==> config.mk <==
export PLATFORM = sky130hd
export DESIGN_NAME = adc_conversion_control
export DESIGN_NICKNAME = d
export VERILOG_FILES = /design/src/rtl/conv_clock_gen.v /design/src/rtl/pin_function_mux.v /design/src/rtl/adc_conversion_control.v
export VERILOG_INCLUDE_DIRS = /design/src /design/src/rtl
export SDC_FILE = /design/constraint.sdc
export NUM_CORES = 1
export LEC_CHECK = 0
export ABC_AREA = 1
export BUFFER_PORTS_ARGS = -buffer_cell sky130_fd_sc_hd__buf_4
export CORE_MARGIN = 2
export CORE_UTILIZATION = 56
export DETAILED_ROUTE_END_ITERATION = 10
export GPL_TIMING_DRIVEN = 0
export PLACE_DENSITY = 0.86
export SLEW_MARGIN = 20
export SYNTH_ARGS = -nofsm -noshare
export SYNTH_HDL_FRONTEND = slang
export SYNTH_HIERARCHICAL = 1
export SYNTH_SLANG_ARGS = --single-unit
==> constraint.sdc <==
create_clock -name aclk -period 5.78 [get_ports aclk]
set_input_delay 0.867 -clock aclk [delete_from_list [all_inputs] [get_ports aclk]]
set_output_delay 0.867 -clock aclk [all_outputs]
set_load 0.05 [all_outputs]
==> src/rtl/adc_ctrl_consts.vh <==
/*
 Register offsets, field positions, reset values and timing counts for the converter control block.
 Assumes inclusion by bare name from the design files.
*/
`ifndef ADC_CTRL_CONSTS_VH
`define ADC_CTRL_CONSTS_VH
`define OFS_RESULT_LOW 4'h0
`define OFS_RESULT_HIGH 4'h4
`define OFS_CONTROL_0 4'h8
`define OFS_CONTROL_1 4'hc
`define OFS_PORT_SEL_0 5'h10
`define OFS_PORT_SEL_1 5'h14
`define OFS_IRQ_STATUS 5'h18
`define OFS_IRQ_MASK 5'h1c
`define CTL0_RESET 8'h60
`define CTL1_RESET 8'h00
`define CTL0_START 7
`define CTL0_BUSY 6
`define CTL0_POWER_DOWN 5
`define CTL1_BANDGAP 6
`define CTL1_ALIGN 5
`define REF_EXTERNAL 2'h1
`define CLK_SEL_SUB 3'h7
`define SUB_CLK_DIV 12'hc34
`define CONV_CLOCKS 5'h10
`define SRC_BANDGAP 4'ha
`define SRC_DEMOD 4'h8
`define SRC_OVERCURRENT 4'h9
`endif

==> src/rtl/conv_clock_gen.v <==
/*
 Converter clock enable generator: one-cycle pulses at aclk divided by 1..64, or a slow subsystem rate.
 Assumes a single aclk domain; the subsystem rate is derived from aclk by a long divider.
*/
`timescale 1ns/1ps
`include "adc_ctrl_consts.vh"
module conv_clock_gen #(
   parameter [11:0] SUB_DIV = `SUB_CLK_DIV
)(
   input wire aclk,
   input wire aresetn,
   input wire [2:0] clk_sel,
   output reg tick
);
   reg [11:0] cnt_q;
   reg [11:0] limit;
   always @*
   begin
      if (clk_sel == `CLK_SEL_SUB)
         limit = SUB_DIV - 12'h001;
      else
         limit = (12'h001 << clk_sel) - 12'h001;
   end
   always @(posedge aclk)
   begin
      if (!aresetn)
      begin
         cnt_q <= 12'h000;
         tick <= 1'b0;
      end
      else if (cnt_q >= limit)
      begin
         cnt_q <= 12'h000;
         tick <= 1'b1;
      end
      else
      begin
         cnt_q <= cnt_q + 12'h001;
         tick <= 1'b0;
      end
   end
endmodule

==> src/rtl/pin_function_mux.v <==
/*
 Per-pin function steering for eight shared port pins.
 Assumes the pad logic honours the enables given here.
*/
`timescale 1ns/1ps
module pin_function_mux #(
   parameter PINS = 8
)(
   input wire [PINS-1:0] analog_sel,
   input wire [PINS-1:0] pull_up_cfg,
   input wire [PINS-1:0] digital_oe_req,
   output wire [PINS-1:0] analog_connect,
   output wire [PINS-1:0] digital_enable,
   output wire [PINS-1:0] digital_oe,
   output wire [PINS-1:0] pull_up_enable
);
   genvar i;
   generate
      for (i = 0; i < PINS; i = i + 1)
      begin : g_pin
         assign analog_connect[i] = analog_sel[i];
         assign digital_enable[i] = ~analog_sel[i];
         assign digital_oe[i] = digital_oe_req[i] & ~analog_sel[i];
         assign pull_up_enable[i] = pull_up_cfg[i] & ~analog_sel[i];
      end
   endgenerate
endmodule

==> src/rtl/adc_conversion_control.v <==
/*
 Converter control: AXI4-Lite registers, start/reset handshake, busy flag, channel and reference
 selection, result formatting, pin steering and interrupt.
 Assumes the analog core samples at each converter clock tick and offers its 12-bit value at the end.
*/
`timescale 1ns/1ps
`include "adc_ctrl_consts.vh"
module adc_conversion_control #(
   parameter [11:0] SUB_DIV = `SUB_CLK_DIV,
   parameter PINS = 8
)(
   input wire aclk,
   input wire aresetn,
   input wire [4:0] s_axi_awaddr,
   input wire s_axi_awvalid,
   output wire s_axi_awready,
   input wire [31:0] s_axi_wdata,
   input wire [3:0] s_axi_wstrb,
   input wire s_axi_wvalid,
   output wire s_axi_wready,
   output reg [1:0] s_axi_bresp,
   output reg s_axi_bvalid,
   input wire s_axi_bready,
   input wire [4:0] s_axi_araddr,
   input wire s_axi_arvalid,
   output wire s_axi_arready,
   output reg [31:0] s_axi_rdata,
   output reg [1:0] s_axi_rresp,
   output reg s_axi_rvalid,
   input wire s_axi_rready,
   input wire [11:0] core_result,
   output reg core_reset,
   output reg core_power_on,
   output reg core_sample,
   output reg [3:0] source_select,
   output reg [1:0] reference_select,
   output reg reference_pin_claim,
   output reg bandgap_on,
   input wire [PINS-1:0] pull_up_cfg,
   input wire [PINS-1:0] digital_oe_req,
   output wire [PINS-1:0] analog_connect,
   output wire [PINS-1:0] digital_enable,
   output wire [PINS-1:0] digital_oe,
   output wire [PINS-1:0] pull_up_enable,
   output wire irq
);
   localparam ST_IDLE = 3'b001;
   localparam ST_ARMED = 3'b010;
   localparam ST_CONV = 3'b100;
   reg [7:0] ctl0_q;
   reg [7:0] ctl1_q;
   reg [7:0] psel0_q;
   reg [7:0] psel1_q;
   reg [11:0] result_q;
   reg [2:0] state_q;
   reg [4:0] bit_cnt_q;
   reg busy_q;
   reg irq_status_q;
   reg irq_mask_q;
   reg aw_held_q;
   reg w_held_q;
   reg [4:0] awaddr_q;
   reg [31:0] wdata_q;
   reg [3:0] wstrb_q;
   wire tick;
   wire do_write;
   wire done;
   wire start_bit;
   wire power_down;
   reg [7:0] res_low;
   reg [7:0] res_high;
   reg [31:0] rd_val;
   reg rd_ok;
   conv_clock_gen #(.SUB_DIV(SUB_DIV)) u_clk (
      .aclk(aclk),
      .aresetn(aresetn),
      .clk_sel(ctl1_q[2:0]),
      .tick(tick)
   );
   pin_function_mux #(.PINS(PINS)) u_pins (
      .analog_sel(psel0_q[PINS-1:0]),
      .pull_up_cfg(pull_up_cfg),
      .digital_oe_req(digital_oe_req),
      .analog_connect(analog_connect),
      .digital_enable(digital_enable),
      .digital_oe(digital_oe),
      .pull_up_enable(pull_up_enable)
   );
   assign start_bit = ctl0_q[`CTL0_START];
   assign power_down = ctl0_q[`CTL0_POWER_DOWN];
   // Address and data are latched independently so either may arrive first
   assign s_axi_awready = ~aw_held_q & ~s_axi_bvalid;
   assign s_axi_wready = ~w_held_q & ~s_axi_bvalid;
   assign s_axi_arready = ~s_axi_rvalid;
   assign do_write = aw_held_q & w_held_q & ~s_axi_bvalid;
   always @(posedge aclk)
   begin
      if (!aresetn)
      begin
         aw_held_q <= 1'b0;
         w_held_q <= 1'b0;
         awaddr_q <= 5'h00;
         wdata_q <= 32'h00000000;
         wstrb_q <= 4'h0;
         s_axi_bvalid <= 1'b0;
         s_axi_bresp <= 2'h0;
      end
      else
      begin
         if (s_axi_awvalid && s_axi_awready)
         begin
            aw_held_q <= 1'b1;
            awaddr_q <= s_axi_awaddr;
         end
         if (s_axi_wvalid && s_axi_wready)
         begin
            w_held_q <= 1'b1;
            wdata_q <= s_axi_wdata;
            wstrb_q <= s_axi_wstrb;
         end
         if (do_write)
         begin
            aw_held_q <= 1'b0;
            w_held_q <= 1'b0;
            s_axi_bvalid <= 1'b1;
            s_axi_bresp <= (awaddr_q[1:0] == 2'h0) ? 2'h0 : 2'h2;
         end
         else if (s_axi_bvalid && s_axi_bready)
            s_axi_bvalid <= 1'b0;
      end
   end
   // Conversion sequencer; a start that rises arms, its fall launches
   assign done = (state_q == ST_CONV) && tick && (bit_cnt_q == `CONV_CLOCKS - 5'h01);
   always @(posedge aclk)
   begin
      if (!aresetn)
      begin
         state_q <= ST_IDLE;
         bit_cnt_q <= 5'h00;
         busy_q <= 1'b1;
         result_q <= 12'h000;
      end
      else if (power_down)
      begin
         state_q <= ST_IDLE;
         bit_cnt_q <= 5'h00;
         // A start pulse while powered down still reports busy, as no result will follow
         if (start_bit)
            busy_q <= 1'b1;
      end
      else
      begin
         case (state_q)
            ST_IDLE:
            begin
               if (start_bit)
               begin
                  state_q <= ST_ARMED;
                  busy_q <= 1'b1;
               end
            end
            ST_ARMED:
            begin
               busy_q <= 1'b1;
               if (!start_bit)
               begin
                  state_q <= ST_CONV;
                  bit_cnt_q <= 5'h00;
               end
            end
            ST_CONV:
            begin
               if (start_bit)
               begin
                  state_q <= ST_ARMED;
                  busy_q <= 1'b1;
               end
               else if (done)
               begin
                  state_q <= ST_IDLE;
                  busy_q <= 1'b0;
                  result_q <= core_result;
               end
               else if (tick)
                  bit_cnt_q <= bit_cnt_q + 5'h01;
            end
            default:
               state_q <= ST_IDLE;
         endcase
      end
   end
   // Channel decode drives one source index only
   always @(posedge aclk)
   begin
      if (!aresetn)
      begin
         source_select <= 4'h0;
         core_reset <= 1'b1;
         core_power_on <= 1'b0;
         core_sample <= 1'b0;
         reference_select <= 2'h0;
         reference_pin_claim <= 1'b0;
         bandgap_on <= 1'b0;
      end
      else
      begin
         if (ctl0_q[4])
            source_select <= `SRC_BANDGAP;
         else if (ctl0_q[3])
            source_select <= (ctl0_q[2:0] == 3'h0) ? `SRC_DEMOD : `SRC_OVERCURRENT;
         else
            source_select <= {1'b0, ctl0_q[2:0]};
         core_reset <= start_bit | power_down;
         core_power_on <= ~power_down;
         core_sample <= (state_q == ST_CONV) & tick & ~start_bit & ~power_down;
         reference_select <= ctl1_q[4:3];
         reference_pin_claim <= (ctl1_q[4:3] == `REF_EXTERNAL);
         bandgap_on <= ctl1_q[`CTL1_BANDGAP];
      end
   end
   // Register writes; busy and results are never written by software
   always @(posedge aclk)
   begin
      if (!aresetn)
      begin
         ctl0_q <= `CTL0_RESET;
         ctl1_q <= `CTL1_RESET;
         psel0_q <= 8'h00;
         psel1_q <= 8'h00;
         irq_status_q <= 1'b0;
         irq_mask_q <= 1'b0;
      end
      else
      begin
         ctl0_q[`CTL0_BUSY] <= busy_q;
         if (do_write && wstrb_q[0])
         begin
            case (awaddr_q)
               {1'b0, `OFS_CONTROL_0}:
               begin
                  ctl0_q[7] <= wdata_q[7];
                  ctl0_q[5:0] <= wdata_q[5:0];
               end
               {1'b0, `OFS_CONTROL_1}: ctl1_q <= {1'b0, wdata_q[6:0]};
               `OFS_PORT_SEL_0: psel0_q <= wdata_q[7:0];
               `OFS_PORT_SEL_1: psel1_q <= wdata_q[7:0];
               `OFS_IRQ_MASK: irq_mask_q <= wdata_q[0];
               default: ;
            endcase
         end
         // Set wins over a write-one clear in the same cycle
         if (done)
            irq_status_q <= 1'b1;
         else if (do_write && wstrb_q[0] && awaddr_q == `OFS_IRQ_STATUS && wdata_q[0])
            irq_status_q <= 1'b0;
      end
   end
   assign irq = irq_status_q & irq_mask_q;
   always @*
   begin
      if (ctl1_q[`CTL1_ALIGN])
      begin
         res_high = {4'h0, result_q[11:8]};
         res_low = result_q[7:0];
      end
      else
      begin
         res_high = result_q[11:4];
         res_low = {result_q[3:0], 4'h0};
      end
   end
   always @*
   begin
      rd_ok = 1'b1;
      case (s_axi_araddr)
         {1'b0, `OFS_RESULT_LOW}: rd_val = {24'h000000, res_low};
         {1'b0, `OFS_RESULT_HIGH}: rd_val = {24'h000000, res_high};
         {1'b0, `OFS_CONTROL_0}: rd_val = {24'h000000, ctl0_q[7], busy_q, ctl0_q[5:0]};
         {1'b0, `OFS_CONTROL_1}: rd_val = {24'h000000, ctl1_q};
         `OFS_PORT_SEL_0: rd_val = {24'h000000, psel0_q};
         `OFS_PORT_SEL_1: rd_val = {24'h000000, psel1_q};
         `OFS_IRQ_STATUS: rd_val = {31'h00000000, irq_status_q};
         `OFS_IRQ_MASK: rd_val = {31'h00000000, irq_mask_q};
         default:
         begin
            rd_val = 32'h00000000;
            rd_ok = 1'b0;
         end
      endcase
   end
   always @(posedge aclk)
   begin
      if (!aresetn)
      begin
         s_axi_rvalid <= 1'b0;
         s_axi_rdata <= 32'h00000000;
         s_axi_rresp <= 2'h0;
      end
      else if (s_axi_arvalid && s_axi_arready)
      begin
         s_axi_rvalid <= 1'b1;
         s_axi_rdata <= rd_val;
         s_axi_rresp <= rd_ok ? 2'h0 : 2'h2;
      end
      else if (s_axi_rvalid && s_axi_rready)
         s_axi_rvalid <= 1'b0;
   end
endmodule

### Yosys cells after proc, flatten, opt, wreduce, memory -nomap -nowiden

Index checks and enable logic that the tools add are counted.

| storage, ports and cells | value |
|---|---|
| bits in registers | 131 |
| bits of input ports | 81 |
| logic and storage cells | 165 |
| output and inout port bits | 85 |

| cells by class | value |
|---|---|
| bitwise operators | 40 |
| add/subtract/negate cells | 3 |
| equality and inequality tests | 26 |
| mux-type cells | 32 |
| order comparisons | 1 |
| reduce and logical (&&, ||, !) cells | 32 |
| shifts and indexed selects | 1 |

Operators with widths:

| cell | count |
|---|---|
| $pmux W8 S8 | 1 |
| $eq A5 B5 Y1 const B | 8 |
| $eq A5 B4 Y1 const B | 5 |
| $and A1 B1 Y1 | 24 |
| $mux W5 | 4 |
| $mux W8 | 2 |
| $not A1 Y1 | 15 |
| $mux W1 | 13 |
| $add A12 B1 Y12 const B | 1 |
| $ge A12 B12 Y1 | 1 |
| $mux W12 | 1 |
| $mux W3 | 4 |
| $reduce_and A2 Y1 | 6 |
| $shl A1 B3 Y12 const A | 1 |
| $sub A12 B1 Y12 const B | 1 |
| $logic_and A1 B1 Y1 | 10 |
| $pmux W5 S2 | 1 |
| $pmux W3 S3 | 1 |
| $mux W4 | 2 |
| $ne A2 B2 Y1 const B | 4 |
| $reduce_bool A2 Y1 | 4 |
| $reduce_or A2 Y1 | 4 |
| $reduce_or A8 Y1 | 1 |
| $eq A3 B3 Y1 const B | 2 |
| other kinds (18) | 19 |

### Depth between registers and ports, before layout

| depth | value |
|---|---|
| depth in word-level cells | 7 |
| mapped depth | 17 |
| mapped depth without buffers | 16 |

### By module

Netlist, hierarchy kept.

Modules (own cells, without submodules):

| module | instances | seq. area each (sq um) | cells an instance | area an instance (sq um) |
|---|---|---|---|---|
| adc_conversion_control | 1 | 1841.8 | 609 | 4265.3 |
| conv_clock_gen | 1 | 260.2 | 140 | 962.2 |
| pin_function_mux | 1 | 0.0 | 48 | 210.2 |

### Least setup slack after synthesis

Ideal clock, no wire load.

| path | value |
|---|---|
| path type | input to output |
| start point | input digital_oe_req[0] |
| end point | output digital_oe[0] |
| buffers on the path | 0 |
| path slack | 3.380 ns |
| data required time | 4.913 ns |
| arrival time | 1.533 ns |
| stages | 2 |
| cells stage by stage | inv_1 > nor2_1 |

| between the ends | value |
|---|---|
| cells in the longest elaborated chain, start to end | 1 |

Ends and longest elaborated chain:

| element | line | text |
|---|---|---|
| start: declaration | adc_conversion_control.v:40 | `input wire [PINS-1:0] digital_oe_req,` |
| $and A1 B1 Y1 | pin_function_mux.v:23 | `assign digital_oe[i] = digital_oe_req[i] & ~analog_sel[i];` |
| end: declaration | adc_conversion_control.v:43 | `output wire [PINS-1:0] digital_oe,` |

Every way passes these cells.

### Final worst setup path

| path | value |
|---|---|
| start point | register ctl1_q[1] |
| end point | register u_clk.cnt_q[5] |

| between the ends | value |
|---|---|
| cells in the longest elaborated chain, start to end | 5 |
| elaborated cells on any way between the ends | 6 |
| classes of those cells | 1 x add/sub; 1 x order compare; 1 x eq/ne; 1 x shift; 1 x mux; 1 x reduce/logical |

Ends and longest elaborated chain:

| element | line | text |
|---|---|---|
| start: declaration | adc_conversion_control.v:51 | `reg [7:0] ctl1_q;` |
| start signal: assignment | adc_conversion_control.v:227 | `` ctl1_q <= `CTL1_RESET; `` |
| start signal: assignment | adc_conversion_control.v:244 | `` {1'b0, `OFS_CONTROL_1}: ctl1_q <= {1'b0, wdata_q[6:0]}; `` |
| $shl A1 B3 Y12 | conv_clock_gen.v:22 | `limit = (12'h001 << clk_sel) - 12'h001;` |
| $sub A12 B1 Y12 | conv_clock_gen.v:22 |  |
| $mux W12 * | conv_clock_gen.v:19 | `` if (clk_sel == `CLK_SEL_SUB) `` |
| $ge A12 B12 Y1 * | conv_clock_gen.v:31 | `else if (cnt_q >= limit)` |
| $reduce_or A2 Y1 (no line) * | -- |  |
| end signal: assignment | conv_clock_gen.v:38 | `cnt_q <= cnt_q + 12'h001;` |
| end: declaration | conv_clock_gen.v:15 | `reg [11:0] cnt_q;` |

Mark *: on every way between the ends. The rest lies on a longest branch, timed or not.
A chain may end at the register's enable or synchronous reset.

==> flow_summary.toml <==
[setup_path]
required_ps = 6060
r2r-start = "ctl1_q[1]"
r2r_setup_slack_ps = 3330
reg2reg_to = "u_clk/cnt_q[5]"
cp_cell_sequence = "inv_1, nand3_1, ha_1, inv_1, o31ai_1, inv_2, ha_1, nand2_1, nor2_1, nand2_1, nand2_1, clkinv_2, nand3_4, buf_6, nor2_2"
crit_family = "simple AND/OR/NAND/NOR gates"
cp_max_fo = 10
cp-end-kind = "register"
critPathBufInv = 5
worstPathArrival_ps = 2730
max_stage_delay_ps = 490
crit_slowest_cell = "dfxtp_1"
critPathMostFrequentCell = "nand2_1"
critical_path_class = "register to register"
start_kind = "register"
reg2reg_depth = 15

[synth]
synth_xor_area_share_pct = 1.289
synth_top_family_by_area = "simple AND/OR/NAND/NOR gates"
synth_top_area_share_pct = 38.66
synth_cells = 797
synthSimpleGateAreaFrac_pct = 31.91
syn_area_sq_mm = 0.005438
synth-compound-area-share_pct = 11.34
yosys.area.top_type = "dfxtp_1"
muxShareOfSynthArea_pct = 0
synthAdderAreaFrac_pct = 2.761
synth.avg_cell_area_sq_um = 6.823
netlist_top_cells_area = "dfxtp_1, nor2_1, nand2_1"
synth_seq_cells = 105
yosys_warnings = 6
yosysUniqueCellTypes = 38
ys_seq_area_share_pct = 38.66

[sta]
setup_violations = 0
hold_viol_final = 0
finalCritPeriodShare_pct = 42.33
timing.setup.tns_ps = 0
rsz0062_at_grt = "no"
timing.fmax_ghz = 0.4087
tightest_slew_ps = 635.1
hold_ws_ps = 471.6
slew_headroom_pct = 57.66
worst_clock_skew_ps = 9.601
period_minus_slack_ps = 2447
maxSlewViolCount = 0

[power_and_ir_drop]
switching_share_pct = 30.75
ir_worst_vdd_v = 0.0001609
power_frac_comb_pct = 15.2
p_seq_share_pct = 52.8
cellPowerDensity_mw_per_mm2 = 211.7
internal-power_uw = 986.3
power.switching_uw = 438.0
clkPwrFrac_pct = 32.0
leakagePower_nw = 3.181

[routing]
ant_nets = 0
wl_per_cell_um = 12.45
vias_per_cell = 5.084
vias = 5486
drc = 0
wirelength_mm = 13.43
drtIter0Drc = 302
drt_first_pass_iters = 5

[clock_network]
cts_buffer_depth = 2
cts_resized = 0
clock_sinks = 105
clk-insertion-delay-late_ps = 380
clk_pin_slew_ps = 110
cts_setup_buffers = 0
cts-htree-levels = 3
cts_buffers = 9
cts_tree = "done"
cts_root_buf = "clkbuf_8"
hold_buffers = 0

[global_route]
grt_pass1_wl_mm = 21.53
grt_usage_pct = 25.93
antenna_found_initial = 0
grt_max_degree = 20
grt.overflow.total = 0
grt_pass1_vias = 4792

[finish]
layout_common_cells = "nor2_1, buf_4, nand2_1"
nets = 1038
mostFrequentLayoutCell = "nor2_1"
syn2layout_area_growth_pct = 23.75
drive_above_1_share_pct = 23.16
stdcell_area_sq_mm = 0.006729
antenna_cells = 0

[worst_hold_path]
min_to = "s_axi_bresp[1]"
min_from = "s_axi_bresp[1]"
hp-class = "register to register"
hold_depth = 2

[floorplan]
io_pins = 166
die_h_um = 102.5
start_util_pct = 58.30
rows = 35
core_sq_mm = 0.009328
fp.dieArea_sq_mm = 0.01051
fp.dieW_um = 102.5

[placed_design]
placed_area_sq_mm = 0.006534
portBuffers = 112
gp_congestion = 0.9114
place_hpwl_mm = 10.15

[job]
cap_violations = 0

[outcome]
status = "finished, final reports clean"
[sequential cells by signal, indices dropped and copies added, names as in the netlist, 2 cells and up]
register,flops
psel0_q,8
ctl0_q,7
state_q,3
reference_select,2
s_axi_rdata,8
u_clk/cnt_q,12
result_q,12
source_select,4
ctl1_q,7
psel1_q,8
awaddr_q,5
wdata_q,8
bit_cnt_q,5
[stage by stage]
| stage | util [%] | setup slack [ps] | instances | power (mW) |
|---|---|---|---|---|
| floorplan | - | 3380 | 822 | 0.9138 |
| global placement | 70.05 | 3453 | 1063 | 0.9792 |
| detailed placement | 70.05 | 3384 | 1063 | 0.9821 |
| CTS | 72.14 | 3359 | 1079 | 1.426 |
| global route | 72.14 | 3204 | 1079 | 1.472 |
| finish | 72.14 | 3333 | 1079 | 1.424 |
[area by class of cell]
cell class | instances | area [sq um]
Multi-Input combinational cell | 555 | 2670
Fill cell | 797 | 2599
Sequential cell | 105 | 2102
Timing Repair Buffer | 112 | 840.8
Inverter | 104 | 391.6
Buffer | 58 | 367.9
Tap cell | 129 | 161.4
Clock buffer | 10 | 137.6
Clock inverter | 6 | 57.56
[cell usage after synthesis]
library cell	number
o211ai_1	2
nand4_1	36
conb_1	1
nand3_2	3
o21bai_1	1
a21boi_1	1
inv_2	14
a21oi_2	6
inv_1	88
nand2_1	134
o31ai_1	1
nor2_4	6
nand3_1	27
clkinv_2	1
nand2_2	1
nand3_4	1
nor3_2	2
xor2_1	4
o22ai_1	1
o21a_1	1
buf_1	2
o21ai_1	7
buf_6	1
o21ai_0	60
a21oi_1	34
nor4_1	1
and3_1	1
nor2_2	11
a21boi_0	1
buf_4	34
buf_2	12
dfxtp_1	105
nor2_1	165
clkbuf_1	9
nor3_1	6
ha_1	12
clkinv_1	1
xnor2_1	4
[worst min-delay path, stage by stage (launching register included)]
cell and delay (ps):
dfxtp_1 340, inv_1 50, a21oi_1 50
[cell families (layout without fill, tap and decap cells)]
group / count (synthesis) / count (layout)
AOI/OAI and AO/OA: 115 / 115
xor gates and xnor gates: 8 / 8
adders and majority gates: 12 / 12
buffers and inverters: 162 / 290
DFF: 105 / 105
other: 1 / 26
and+or+nand+nor: 394 / 394
[worst max-delay path by stage]
stage | depth (start not counted) | from | end | slack, ps
2_1_floorplan | 2 | digital_oe_req[0] | digital_oe[0] | 3380
3_3_place_gp | 15 | ctl1_q[2] | u_clk/cnt_q[5] | 3450
3_5_place_dp | 15 | ctl1_q[2] | u_clk/cnt_q[5] | 3380
4_1_cts | 15 | ctl1_q[1] | u_clk/cnt_q[3] | 3360
5_1_grt | 15 | ctl1_q[1] | u_clk/cnt_q[5] | 3200
6_report | 15 | ctl1_q[1] | u_clk/cnt_q[5] | 3330
[layer usage]
metal / track usage (%) / share of wire (%) / vias up
li1: - / - / 2766
met1: 34.26 / 44 / 2468
met2: 43.49 / 46 / 230
met3: 3.661 / 8.0 / 22
met4: 9.333 / 1.9 / 0
met5: 0 / 0 / -
[power by group through the flow]
stage	sequential (mW)	clock (mW)	combinational, mW
4_1_cts	0.752	0.459	0.215
6_report	0.752	0.455	0.217
3_3_place_gp	0.768	0	0.212
2_1_floorplan	0.770	0	0.144
3_5_place_dp	0.768	0	0.214
5_1_grt	0.754	0.484	0.234
Note: power is estimated with default switching activity, not from simulation.
